### config.mk
export PLATFORM = sky130hd
export DESIGN_NAME = stepped_sweep_timing_control
export DESIGN_NICKNAME = d
export VERILOG_FILES = /design/src/logic/sweep_timing_pkg.sv /design/src/logic/seq_divider.sv /design/src/logic/stepped_sweep_timing_control.sv
export SDC_FILE = /design/constraint.sdc
export NUM_CORES = 2
export LEC_CHECK = 0
export BUFFER_PORTS_ARGS = -buffer_cell sky130_fd_sc_hd__buf_2
export CAP_MARGIN = 40
export CORE_ASPECT_RATIO = 2
export CORE_MARGIN = 2
export CORE_UTILIZATION = 27
export DETAILED_ROUTE_END_ITERATION = 7
export GPL_ROUTABILITY_DRIVEN = 0
export GPL_TIMING_DRIVEN = 0
export PLACE_DENSITY = 0.46
export SYNTH_ARGS = -nofsm -noshare
export SYNTH_HDL_FRONTEND = slang
export SYNTH_SLANG_ARGS = --single-unit
### constraint.sdc
create_clock -name CORE_CLK_I -period 7.5 [get_ports CORE_CLK_I]
set_clock_uncertainty 0.1 [all_clocks]
set_input_delay 1.125 -clock CORE_CLK_I [delete_from_list [all_inputs] [get_ports CORE_CLK_I]]
set_output_delay 1.125 -clock CORE_CLK_I [all_outputs]
set_load 0.005 [all_outputs]
### src/logic/sweep_timing_pkg.sv
package sweep_timing_pkg;

  // Register byte offsets on the APB side
  localparam logic [7:0] OFS_CTRL      = 8'h00;
  localparam logic [7:0] OFS_DUR_PRIM  = 8'h04;
  localparam logic [7:0] OFS_DUR_SEC   = 8'h08;
  localparam logic [7:0] OFS_FLOOR_PRI = 8'h0C;
  localparam logic [7:0] OFS_FLOOR_SEC = 8'h10;
  localparam logic [7:0] OFS_SPAN      = 8'h14;
  localparam logic [7:0] OFS_INCREMENT = 8'h18;
  localparam logic [7:0] OFS_POINTS    = 8'h1C;
  localparam logic [7:0] OFS_HOLD      = 8'h20;
  localparam logic [7:0] OFS_EFF_PRIM  = 8'h24;
  localparam logic [7:0] OFS_EFF_SEC   = 8'h28;
  localparam logic [7:0] OFS_STATUS    = 8'h2C;
  localparam logic [7:0] OFS_START_FRQ = 8'h30;
  localparam logic [7:0] OFS_FREQ_NOW  = 8'h34;

  // Control register fields
  localparam int CTRL_LOG    = 0;
  localparam int CTRL_AUTO_P = 1;
  localparam int CTRL_AUTO_S = 2;
  localparam int CTRL_PRESET = 3;
  localparam int CTRL_RUN    = 4;

  // Status register fields
  localparam int STAT_INV_P  = 0;
  localparam int STAT_INV_S  = 1;
  localparam int STAT_REJECT = 2;
  localparam int STAT_ACTIVE = 3;

  // Durations are held in whole milliseconds
  localparam logic [16:0] DUR_MIN_MS      = 17'h0001E;  // 30 ms
  localparam logic [16:0] DUR_MAX_MS      = 17'h182B8;  // 99 s
  localparam logic [16:0] FLOOR_MIN_MS    = 17'h00002;  // 2 ms
  localparam logic [16:0] FLOOR_MAX_MS    = 17'h182B6;  // 98.998 s
  localparam logic [16:0] DUR_PRIM_RST_MS = 17'h0001E;  // 30 ms
  localparam logic [16:0] FLOOR_RST_MS    = 17'h00002;  // 2 ms

  // Point count limits and reset value
  localparam logic [31:0] POINTS_MIN = 32'h0000_0002;
  localparam logic [31:0] POINTS_MAX = 32'h0000_2711;  // 10001
  localparam logic [31:0] POINTS_RST = 32'h0000_2711;

  // Automatic duration: base plus span scaled down by a shift
  localparam logic [16:0] AUTO_BASE_MS = 17'h0001E;
  localparam int          AUTO_SHIFT   = 20;
  localparam int          LOG_SHIFT    = 6;

  typedef enum logic [1:0] {
    ST_IDLE = 2'b00,
    ST_DIV  = 2'b01,
    ST_DONE = 2'b10
  } couple_state_e;

  typedef struct packed {
    logic        auto_on;
    logic [16:0] duration;
    logic [16:0] effective;
  } sweep_timing_s;

endpackage

### src/logic/seq_divider.sv
module seq_divider #(
  parameter int unsigned WIDTH = 32
) (
  input  wire logic             clk_i,
  input  wire logic             rst_n_i,
  input  wire logic             start_i,
  input  wire logic [WIDTH-1:0] dividend_i,
  input  wire logic [WIDTH-1:0] divisor_i,
  output logic                  done_o,
  output logic [WIDTH-1:0]      quotient_o
);

  logic [WIDTH-1:0]         rem;
  logic [WIDTH-1:0]         quo;
  logic [WIDTH-1:0]         dvs;
  logic [$clog2(WIDTH):0]   cnt;
  logic                     busy;

  wire logic [WIDTH:0] shifted = {rem, quo[WIDTH-1]};
  wire logic [WIDTH:0] trial   = shifted - {1'b0, dvs};
  wire logic           fits    = ~trial[WIDTH];

  // One quotient bit per clock: restoring division keeps area small
  always_ff @(posedge clk_i) begin
    if (!rst_n_i) begin
      rem    <= '0;
      quo    <= '0;
      dvs    <= '0;
      cnt    <= '0;
      busy   <= 1'b0;
      done_o <= 1'b0;
    end else begin
      done_o <= 1'b0;
      if (start_i && !busy) begin
        rem  <= '0;
        quo  <= dividend_i;
        dvs  <= divisor_i;
        cnt  <= ($clog2(WIDTH)+1)'(WIDTH);
        busy <= 1'b1;
      end else if (busy) begin
        rem  <= fits ? trial[WIDTH-1:0] : shifted[WIDTH-1:0];
        quo  <= {quo[WIDTH-2:0], fits};
        cnt  <= cnt - 1'b1;
        if (cnt == ($clog2(WIDTH)+1)'(1)) begin
          busy   <= 1'b0;
          done_o <= 1'b1;
        end
      end
    end
  end

  assign quotient_o = quo;

endmodule // seq_divider

### src/logic/stepped_sweep_timing_control.sv
//Operation
//- Primary sweep stepping: uniform default, or logarithmic
//- Uniform: fixed increment from start to stop
//- Uniform step set by increment or point count
//- Logarithmic growth; step count from points only
//- Per-sweep duration 30 ms..99 s, primary 30
//- Writing a duration turns its auto off
//- Hold, span, increment, points may invalidate duration; span writes leave the check unchanged
//- Duration floor 2 ms..98.998 s, default 2
//- No sweep shorter than floor, auto included
//- Floor written for either sweep sets both
//- Auto computes duration from span width
//- Reset and preset switch auto duration on
//- Points = span / increment + 1, coupled
//- Increment ignored while logarithmic stepping
module stepped_sweep_timing_control
  import sweep_timing_pkg::*;
#(
  parameter logic [31:0] SPAN_RST    = 32'h0098_9680,
  parameter logic [16:0] DUR_SEC_RST = 17'h0001E,
  parameter logic [16:0] HOLD_RST    = 17'h00001
) (
  input  wire logic          CORE_CLK_I,
  input  wire logic          RST_N_I,
  input  wire logic          PSEL_I,
  input  wire logic          PENABLE_I,
  input  wire logic          PWRITE_I,
  input  wire logic [7:0]    PADDR_I,
  input  wire logic [31:0]   PWDATA_I,
  output logic [31:0]        PRDATA_O,
  output logic               PREADY_O,
  output logic               PSLVERR_O,
  input  wire logic          STEP_ADV_I,
  output logic [31:0]        FREQ_O,
  output logic               SWEEP_ACTIVE_O,
  output logic               STEP_LOG_O,
  output sweep_timing_s      PRIM_TIMING_O,
  output sweep_timing_s      SEC_TIMING_O
);

  logic          step_log;
  logic          auto_p;
  logic          auto_s;
  logic [16:0]   dur_p;
  logic [16:0]   dur_s;
  logic [16:0]   floor_ms;
  logic [16:0]   hold_ms;
  logic [31:0]   span;
  logic [31:0]   incr;
  logic [31:0]   points;
  logic [31:0]   start_freq;
  logic [31:0]   cur_freq;
  logic [31:0]   step_idx;
  logic          running;
  logic          reject;
  couple_state_e cstate;
  logic          div_done;
  logic [31:0]   quotient;

  function automatic logic [16:0] max_ms(input logic [16:0] a, input logic [16:0] b);
    return (a > b) ? a : b;
  endfunction

  function automatic logic in_range(input logic [31:0] v, input logic [16:0] lo, input logic [16:0] hi);
    return (v >= {15'h0000, lo}) && (v <= {15'h0000, hi});
  endfunction

  // Time grows with span; saturates at the longest legal duration
  function automatic logic [16:0] auto_duration(input logic [31:0] s);
    logic [31:0] t;
    t = {15'h0000, AUTO_BASE_MS} + (s >> AUTO_SHIFT);
    return (t > {15'h0000, DUR_MAX_MS}) ? DUR_MAX_MS : t[16:0];
  endfunction

  // APB decode
  wire logic wr_acc   = PSEL_I & PENABLE_I & PWRITE_I;
  wire logic hit_ctrl = PADDR_I == OFS_CTRL;
  wire logic hit_durp = PADDR_I == OFS_DUR_PRIM;
  wire logic hit_durs = PADDR_I == OFS_DUR_SEC;
  wire logic hit_flr  = (PADDR_I == OFS_FLOOR_PRI) | (PADDR_I == OFS_FLOOR_SEC);
  wire logic hit_span = PADDR_I == OFS_SPAN;
  wire logic hit_incr = PADDR_I == OFS_INCREMENT;
  wire logic hit_pts  = PADDR_I == OFS_POINTS;
  wire logic hit_hold = PADDR_I == OFS_HOLD;
  wire logic hit_stat = PADDR_I == OFS_STATUS;
  wire logic hit_strt = PADDR_I == OFS_START_FRQ;
  wire logic hit_effp = PADDR_I == OFS_EFF_PRIM;
  wire logic hit_effs = PADDR_I == OFS_EFF_SEC;
  wire logic hit_fnow = PADDR_I == OFS_FREQ_NOW;
  // Effective durations and the live frequency are views, so writes to them are refused
  wire logic hit_ro   = hit_effp | hit_effs | hit_fnow;
  wire logic mapped   = hit_ctrl | hit_durp | hit_durs | hit_flr | hit_span | hit_incr | hit_pts
                        | hit_hold | hit_stat | hit_strt | hit_ro;

  // Write validity checks
  wire logic dur_ok   = in_range(PWDATA_I, DUR_MIN_MS, DUR_MAX_MS);
  wire logic flr_ok   = in_range(PWDATA_I, FLOOR_MIN_MS, FLOOR_MAX_MS);
  // Log stepping takes its count from points only, so increment writes drop silently
  wire logic incr_ign = hit_incr & step_log;
  wire logic incr_ok  = (PWDATA_I != 32'h0000_0000) && (PWDATA_I <= span);
  wire logic pts_ok   = (PWDATA_I >= POINTS_MIN) && (PWDATA_I <= POINTS_MAX);
  // Hold must fit the millisecond field; zero would make every duration look valid
  wire logic hold_ok  = (PWDATA_I[31:17] == 15'h0000) && (PWDATA_I[16:0] != 17'h00000);
  wire logic bad_dur  = (hit_durp | hit_durs) & ~dur_ok;
  wire logic bad_flr  = hit_flr & ~flr_ok;
  wire logic bad_cpl  = (hit_incr & ~incr_ign & ~incr_ok) | (hit_pts & ~pts_ok);
  wire logic bad_wr   = ~mapped | bad_dur | bad_flr | bad_cpl
                        | (hit_hold & ~hold_ok) | (hit_ro & PWRITE_I);
  wire logic bad_rd   = ~mapped;
  wire logic need_div = wr_acc & ~bad_wr & ((hit_incr & ~incr_ign) | hit_pts);

  // Coupled writes stall the bus until the divider has finished
  wire logic div_start = need_div & (cstate == ST_IDLE);
  // P points split the span into P-1 intervals
  wire logic [31:0] divisor = hit_pts ? (PWDATA_I - 32'h0000_0001) : PWDATA_I;

  seq_divider #(.WIDTH(32)) u_div (
    .clk_i      (CORE_CLK_I),
    .rst_n_i    (RST_N_I),
    .start_i    (div_start),
    .dividend_i (span),
    .divisor_i  (divisor),
    .done_o     (div_done),
    .quotient_o (quotient)
  );

  // Ready stays low only while a coupled write waits for its quotient
  assign PREADY_O  = ~need_div | (cstate == ST_DONE);
  assign PSLVERR_O = PSEL_I & PENABLE_I & (PWRITE_I ? bad_wr : bad_rd);

  wire logic commit = PSEL_I & PENABLE_I & PWRITE_I & PREADY_O & ~bad_wr;
  // Preset stands in for the reset command: auto timing returns, log bit taken from the write, other settings stay
  wire logic preset = commit & hit_ctrl & PWDATA_I[CTRL_PRESET];

  always_ff @(posedge CORE_CLK_I) begin
    if (!RST_N_I) begin
      cstate <= ST_IDLE;
    end else begin
      case (cstate)
        ST_IDLE: cstate <= div_start ? ST_DIV : ST_IDLE;
        ST_DIV:  cstate <= div_done ? ST_DONE : ST_DIV;
        // Quotient is stable in ST_DONE, the cycle in which the write commits
        ST_DONE: cstate <= ST_IDLE;
        default: cstate <= ST_IDLE;
      endcase
    end
  end

  // Effective durations: chosen value raised to the shared floor
  wire logic [16:0] auto_dur  = auto_duration(span);
  wire logic [16:0] sel_p     = auto_p ? auto_dur : dur_p;
  wire logic [16:0] sel_s     = auto_s ? auto_dur : dur_s;
  wire logic [16:0] eff_p     = max_ms(sel_p, floor_ms);
  wire logic [16:0] eff_s     = max_ms(sel_s, floor_ms);

  // With auto off, hold times point count exceeding the stored duration flags it invalid
  wire logic [30:0] need_ms   = 31'(hold_ms) * 31'(points[13:0]);
  wire logic        inv_p     = ~auto_p & (need_ms > {14'h0000, dur_p});
  wire logic        inv_s     = ~auto_s & (need_ms > {14'h0000, dur_s});

  always_ff @(posedge CORE_CLK_I) begin
    if (!RST_N_I) begin
      step_log   <= 1'b0;
      auto_p     <= 1'b1;
      auto_s     <= 1'b1;
      dur_p      <= DUR_PRIM_RST_MS;
      dur_s      <= DUR_SEC_RST;
      floor_ms   <= FLOOR_RST_MS;
      hold_ms    <= HOLD_RST;
      span       <= SPAN_RST;
      points     <= POINTS_RST;
      incr       <= SPAN_RST / (POINTS_RST - 32'h0000_0001);
      start_freq <= 32'h0000_0000;
    end else if (preset) begin
      step_log <= PWDATA_I[CTRL_LOG];
      auto_p   <= 1'b1;
      auto_s   <= 1'b1;
    end else if (commit) begin
      if (hit_ctrl) begin
        step_log <= PWDATA_I[CTRL_LOG];
        auto_p   <= PWDATA_I[CTRL_AUTO_P];
        auto_s   <= PWDATA_I[CTRL_AUTO_S];
      end
      if (hit_durp) begin
        dur_p  <= PWDATA_I[16:0];
        auto_p <= 1'b0;
      end
      if (hit_durs) begin
        dur_s  <= PWDATA_I[16:0];
        auto_s <= 1'b0;
      end
      if (hit_flr) begin
        floor_ms <= PWDATA_I[16:0];
      end
      if (hit_hold) begin
        hold_ms <= PWDATA_I[16:0];
      end
      if (hit_span) begin
        span <= PWDATA_I;
      end
      if (hit_strt) begin
        start_freq <= PWDATA_I;
      end
      if (hit_pts) begin
        points <= PWDATA_I;
        incr   <= quotient;
      end
      if (hit_incr && !incr_ign) begin
        incr   <= PWDATA_I;
        points <= quotient + 32'h0000_0001;
      end
    end
  end

  // Stepper: one step per advance pulse while a sweep runs
  wire logic [32:0] stop_freq = {1'b0, start_freq} + {1'b0, span};
  wire logic [31:0] log_step  = (cur_freq >> LOG_SHIFT) | 32'h0000_0001;
  wire logic [31:0] step_size = step_log ? log_step : incr;
  wire logic [32:0] next_freq = {1'b0, cur_freq} + {1'b0, step_size};
  wire logic        last_step = (next_freq >= stop_freq)
                                | (step_idx >= points - 32'h0000_0002);
  wire logic        run_req   = commit & hit_ctrl & PWDATA_I[CTRL_RUN];
  wire logic        step_now  = running & STEP_ADV_I;

  always_ff @(posedge CORE_CLK_I) begin
    if (!RST_N_I) begin
      cur_freq <= 32'h0000_0000;
      step_idx <= 32'h0000_0000;
      running  <= 1'b0;
    end else if (run_req) begin
      cur_freq <= start_freq;
      step_idx <= 32'h0000_0000;
      running  <= 1'b1;
    end else if (step_now) begin
      step_idx <= step_idx + 32'h0000_0001;
      // Clamp to stop so a rounded-down increment never leaves the span short
      if (last_step) begin
        cur_freq <= stop_freq[31:0];
        running  <= 1'b0;
      end else begin
        cur_freq <= next_freq[31:0];
      end
    end
  end

  // Rejected writes stay flagged until software clears; a new reject wins
  wire logic rej_set = PSEL_I & PENABLE_I & PWRITE_I & bad_wr;
  wire logic rej_clr = commit & hit_stat & PWDATA_I[STAT_REJECT];

  always_ff @(posedge CORE_CLK_I) begin
    if (!RST_N_I) begin
      reject <= 1'b0;
    end else if (rej_set) begin
      reject <= 1'b1;
    end else if (rej_clr) begin
      reject <= 1'b0;
    end
  end

  // Timing snapshot per sweep, registered with the other outputs
  wire sweep_timing_s next_prim_timing = '{auto_on: auto_p, duration: dur_p, effective: eff_p};
  wire sweep_timing_s next_sec_timing  = '{auto_on: auto_s, duration: dur_s, effective: eff_s};

  wire logic [31:0] ctrl_rd = {27'h0000000, running, 1'b0, auto_s, auto_p, step_log};
  wire logic [31:0] stat_rd = {28'h0000000, running, reject, inv_s, inv_p};
  wire logic [31:0] rd_mux  =
      hit_ctrl ? ctrl_rd :
      hit_durp ? {15'h0000, dur_p} :
      hit_durs ? {15'h0000, dur_s} :
      hit_flr  ? {15'h0000, floor_ms} :
      hit_span ? span :
      hit_incr ? incr :
      hit_pts  ? points :
      hit_hold ? {15'h0000, hold_ms} :
      hit_effp ? {15'h0000, eff_p} :
      hit_effs ? {15'h0000, eff_s} :
      hit_stat ? stat_rd :
      hit_strt ? start_freq :
      hit_fnow ? cur_freq : 32'h0000_0000;

  // Read data registered during the setup phase so it is stable in access
  always_ff @(posedge CORE_CLK_I) begin
    if (!RST_N_I) begin
      PRDATA_O       <= 32'h0000_0000;
      FREQ_O         <= 32'h0000_0000;
      SWEEP_ACTIVE_O <= 1'b0;
      STEP_LOG_O     <= 1'b0;
      PRIM_TIMING_O  <= '0;
      SEC_TIMING_O   <= '0;
    end else begin
      if (PSEL_I && !PENABLE_I && !PWRITE_I) begin
        PRDATA_O <= rd_mux;
      end
      FREQ_O         <= cur_freq;
      SWEEP_ACTIVE_O <= running;
      STEP_LOG_O     <= step_log;
      PRIM_TIMING_O  <= next_prim_timing;
      SEC_TIMING_O   <= next_sec_timing;
    end
  end

endmodule // stepped_sweep_timing_control

==> summary.txt <==
Global route
  – Total GRT Usage: 0.239
  – Global-route wire length before repair: about 270,000 um
  – Final global-route overflow total: 0
  – Initial antenna violation count: 8
  – Vias in the first global route: slightly below 40,000
  – Largest net degree at the start of global routing: 20

Clock tree
  – Longest Clk Path Bufs: 3
  – CTS tree: yes
  – Later-pin clock latency in the skew report: 0.67 ns
  – Clock-pin slew on the worst setup and hold paths: approximately 0.060 ns
  – Clock root cell: clkbuf_16
  – Cts hold-fix bufs: 0
  – Clk sinks: between 500 and 600
  – CTS Buf Count: 58
  – Htree depth: 2

Placed design
  – Placed instance count: slightly above 7,000
  – Detailed Place HPWL: around 150,000 um
  – Number of port buffers: 180
  – Pre-CTS setup slack: -1.29 ns
  – Placed Instance Area: 44,400 sq um

Flow run
  – Max-cap viol count: 0

Cells and area
  – Most frequent cells in the layout: 522 x nand2_1, 502 x nor2_1, 483 x dfxtp_1
  – Nets: just under 6,000
  – Area growth syn-to-layout: 16.4%
  – Commonest non-fill, non-tap cell in the layout: nand2_1
  – Post-Layout Cell Count: 7,282
  – Final instance area: 47,200 sq um
  – Post-layout util: 0.316
  – Share of cells above drive strength 1: 0.110

Synth
  – Main synth FF type: dfxtp_1
  – Mapped Area: 40,500 sq um
  – Share of the synthesized area in the top cell type: 0.250
  – Yosys top cell by area: dfxtp_1
  – Synth warnings: 0
  – Cells after Synth: 4,991
  – Area contributors post-synth: dfxtp_1 25%, ha_1 11%, fa_1 8.9%, nand2_1 4.9%, a21oi_1 4.7%
  – Async SR Flop Fraction: 0
  – Post-Syn Nets: roughly 5,600
  – FF+latch count, synth: between 500 and 600
  – Synth Area per Inst: around 8.1 sq um
  – Post-synth EDFFs: 0
  – Distinct cells, synth: between 80 and 90
  – Sequential fraction of the synthesis area: 0.250

Floorplan
  – Die area: between 150,000 and 200,000 sq um
  – FP Rows: ~200
  – Die Wd: around 280 um
  – Starting Density: 0.271
  – Core box area: about 150,000 sq um
  – Chip Height: 552 um
  – I/O pin count: around 180

Pwr
  – Total power: 6.07 mW
  – Leak: 20.2 nW
  – Peak supply drop: between 0.00015 and 0.0002 V
  – Pwr Density: 129 nW/um^2

Setup path
  – CP endpoint kind: flip-flop
  – Crit path launch type: flip-flop
  – Worst path required time: 7.94 ns
  – Peak fanout along the critical path: 10
  – Arr. time, crit path: 7.71 ns
  – CP Class: flip-flop to flip-flop

Status
  – Status: finished, violations left
  – Failing checks: design-rule violations

Routing
  – DR pass1 iterations: 8
  – Via Count: 40,300
  – Routed wire length: 188,000 um
  – DRT iter0 DRCs: 3,888
  – Drt wl/cell: roughly 26 um
  – Detail Route Antenna Nets: 0
  – Vias per cell: 5.53
  – Drt drc: 3

STA
  – Slew margin rel.: 0.322
  – Finish-stage setup viols: 0
  – Hold slack final: around 0.36 ns
  – Fin worst setup slack: approximately 0.23 ns
  – Fmax: 138 MHz
  – Max Slew Vio Count: 0
  – Period utilization: 0.969
  – TNS Setup: 0 ns
  – Worst slew pin tran: 1.01 ns
  – Final hold violation count: 0
  – Min cycle time layout: 7.27 ns

Hold path
  – HP Class: flip-flop to flip-flop
## cell families after synthesis
kind of cell	synth area share
and+or+nand+nor	0.192
AOI/OAI and AO/OA	0.194
DFF	0.250
muxes	0.0513
buffers and inverters	0.0616
xor gates and xnor gates	0.0486
adders and majority gates	0.202
## cell type report
| type | count | area, sq um |
|---|---|---|
| fill | 16000 | 102000 |
| multi-input combinational | 3839 | 28200 |
| sequential | 507 | 10200 |
| tap | 1928 | 2410 |
| timing repair buffer | 256 | 1730 |
| clock buffer | 82 | 1720 |
| buffer | 292 | 1350 |
| inverter | 348 | 1310 |
| clock inverter | 27 | 280 |
| antenna | 3 | 7.51 |
## where the power goes
group          leakage [nW]  internal [mW]  total, mW  switching (mW)
Sequential             4.10           2.69       2.70         0.00408
Clock                 0.969           1.73       3.05            1.31
Combinational          15.2         0.0829      0.327           0.244
## sequential cells by signal, summed over array words and instances (netlist names), 2 cells and up
| register | cells |
|---|---|
| u_div.quotient_o | 32 |
| start_freq | 32 |
| floor_ms | 17 |
| dur_p | 17 |
| incr | 32 |
| cur_freq | 32 |
| PRIM_TIMING_O | 35 |
| cstate | 2 |
| dur_s | 17 |
| u_div.rem | 32 |
| FREQ_O | 32 |
| step_idx | 32 |
| span | 32 |
| SEC_TIMING_O | 35 |
| PRDATA_O | 32 |
| points | 32 |
| u_div.cnt | 6 |
| u_div.dvs | 32 |
| hold_ms | 17 |
## cell usage after synthesis (35+ instances only)
library cell    n
o21a_1         42
a21o_1         99
mux2i_1       166
buf_2          35
xnor2_1       124
nand2b_1       38
and2_1        163
fa_1          180
a21oi_1       378
o211ai_1       97
nor3_1         80
xor2_1        101
nand3_1       106
clkbuf_1      232
nand2_1       524
a211oi_1      121
ha_1          365
nand4_1        49
inv_1         346
mux2_2         37
and3_1         50
dfxtp_1       507
o21ai_0       170
nor2_1        504
## final timing paths
check	startpoint	end	slack [ns]	cells after the start
min	u_div.done_o	cstate[1]	0.36	2
max reg2reg	hold_ms[4]	PRDATA_O[1]	0.23	27
max	hold_ms[4]	PRDATA_O[1]	0.23	27
min reg2reg	u_div.done_o	cstate[1]	0.36	2
## repair_timing
action                                  4_1_cts  5_1_grt
resized for setup                            93      109
pin swaps                                     5       20
buffers inserted                              4       25
endpoints found under the setup margin       35       35
cloned                                        0        1
## worst max-delay path, cell delays in order, from the launching register on
cell and delay, ns:
dfxtp_2 0.41, clkbuf_4 0.24, and2_1 0.18, fa_1 0.53
inv_1 0.06, fa_1 0.54, inv_1 0.06, fa_1 0.45
ha_1 0.33, fa_1 0.55, inv_1 0.06, fa_1 0.54
inv_1 0.05, ha_1 0.37, a211o_1 0.39, nor2_1 0.11
a22o_1 0.17, o21ai_0 0.10, a21oi_1 0.24, xnor2_2 0.17
ha_1 0.29, nand4_1 0.15, nor2_2 0.06, a221oi_2 0.25
o221a_2 0.24, o21ai_2 0.09, o21a_1 0.18, a211o_1 0.25
## per-layer routing
layer | wire length, um | track usage | vias to the layer above | share of wire
li1 | - | - | 18100 | -
met1 | 79000 | 0.315 | 19700 | 0.42
met2 | 82300 | 0.377 | 2036 | 0.44
met3 | 16300 | 0.0440 | 462 | 0.086
met4 | 10700 | 0.113 | 6 | 0.057
met5 | 37 | 0 | - | 0.00020
(Power assumes the default switching activity.)
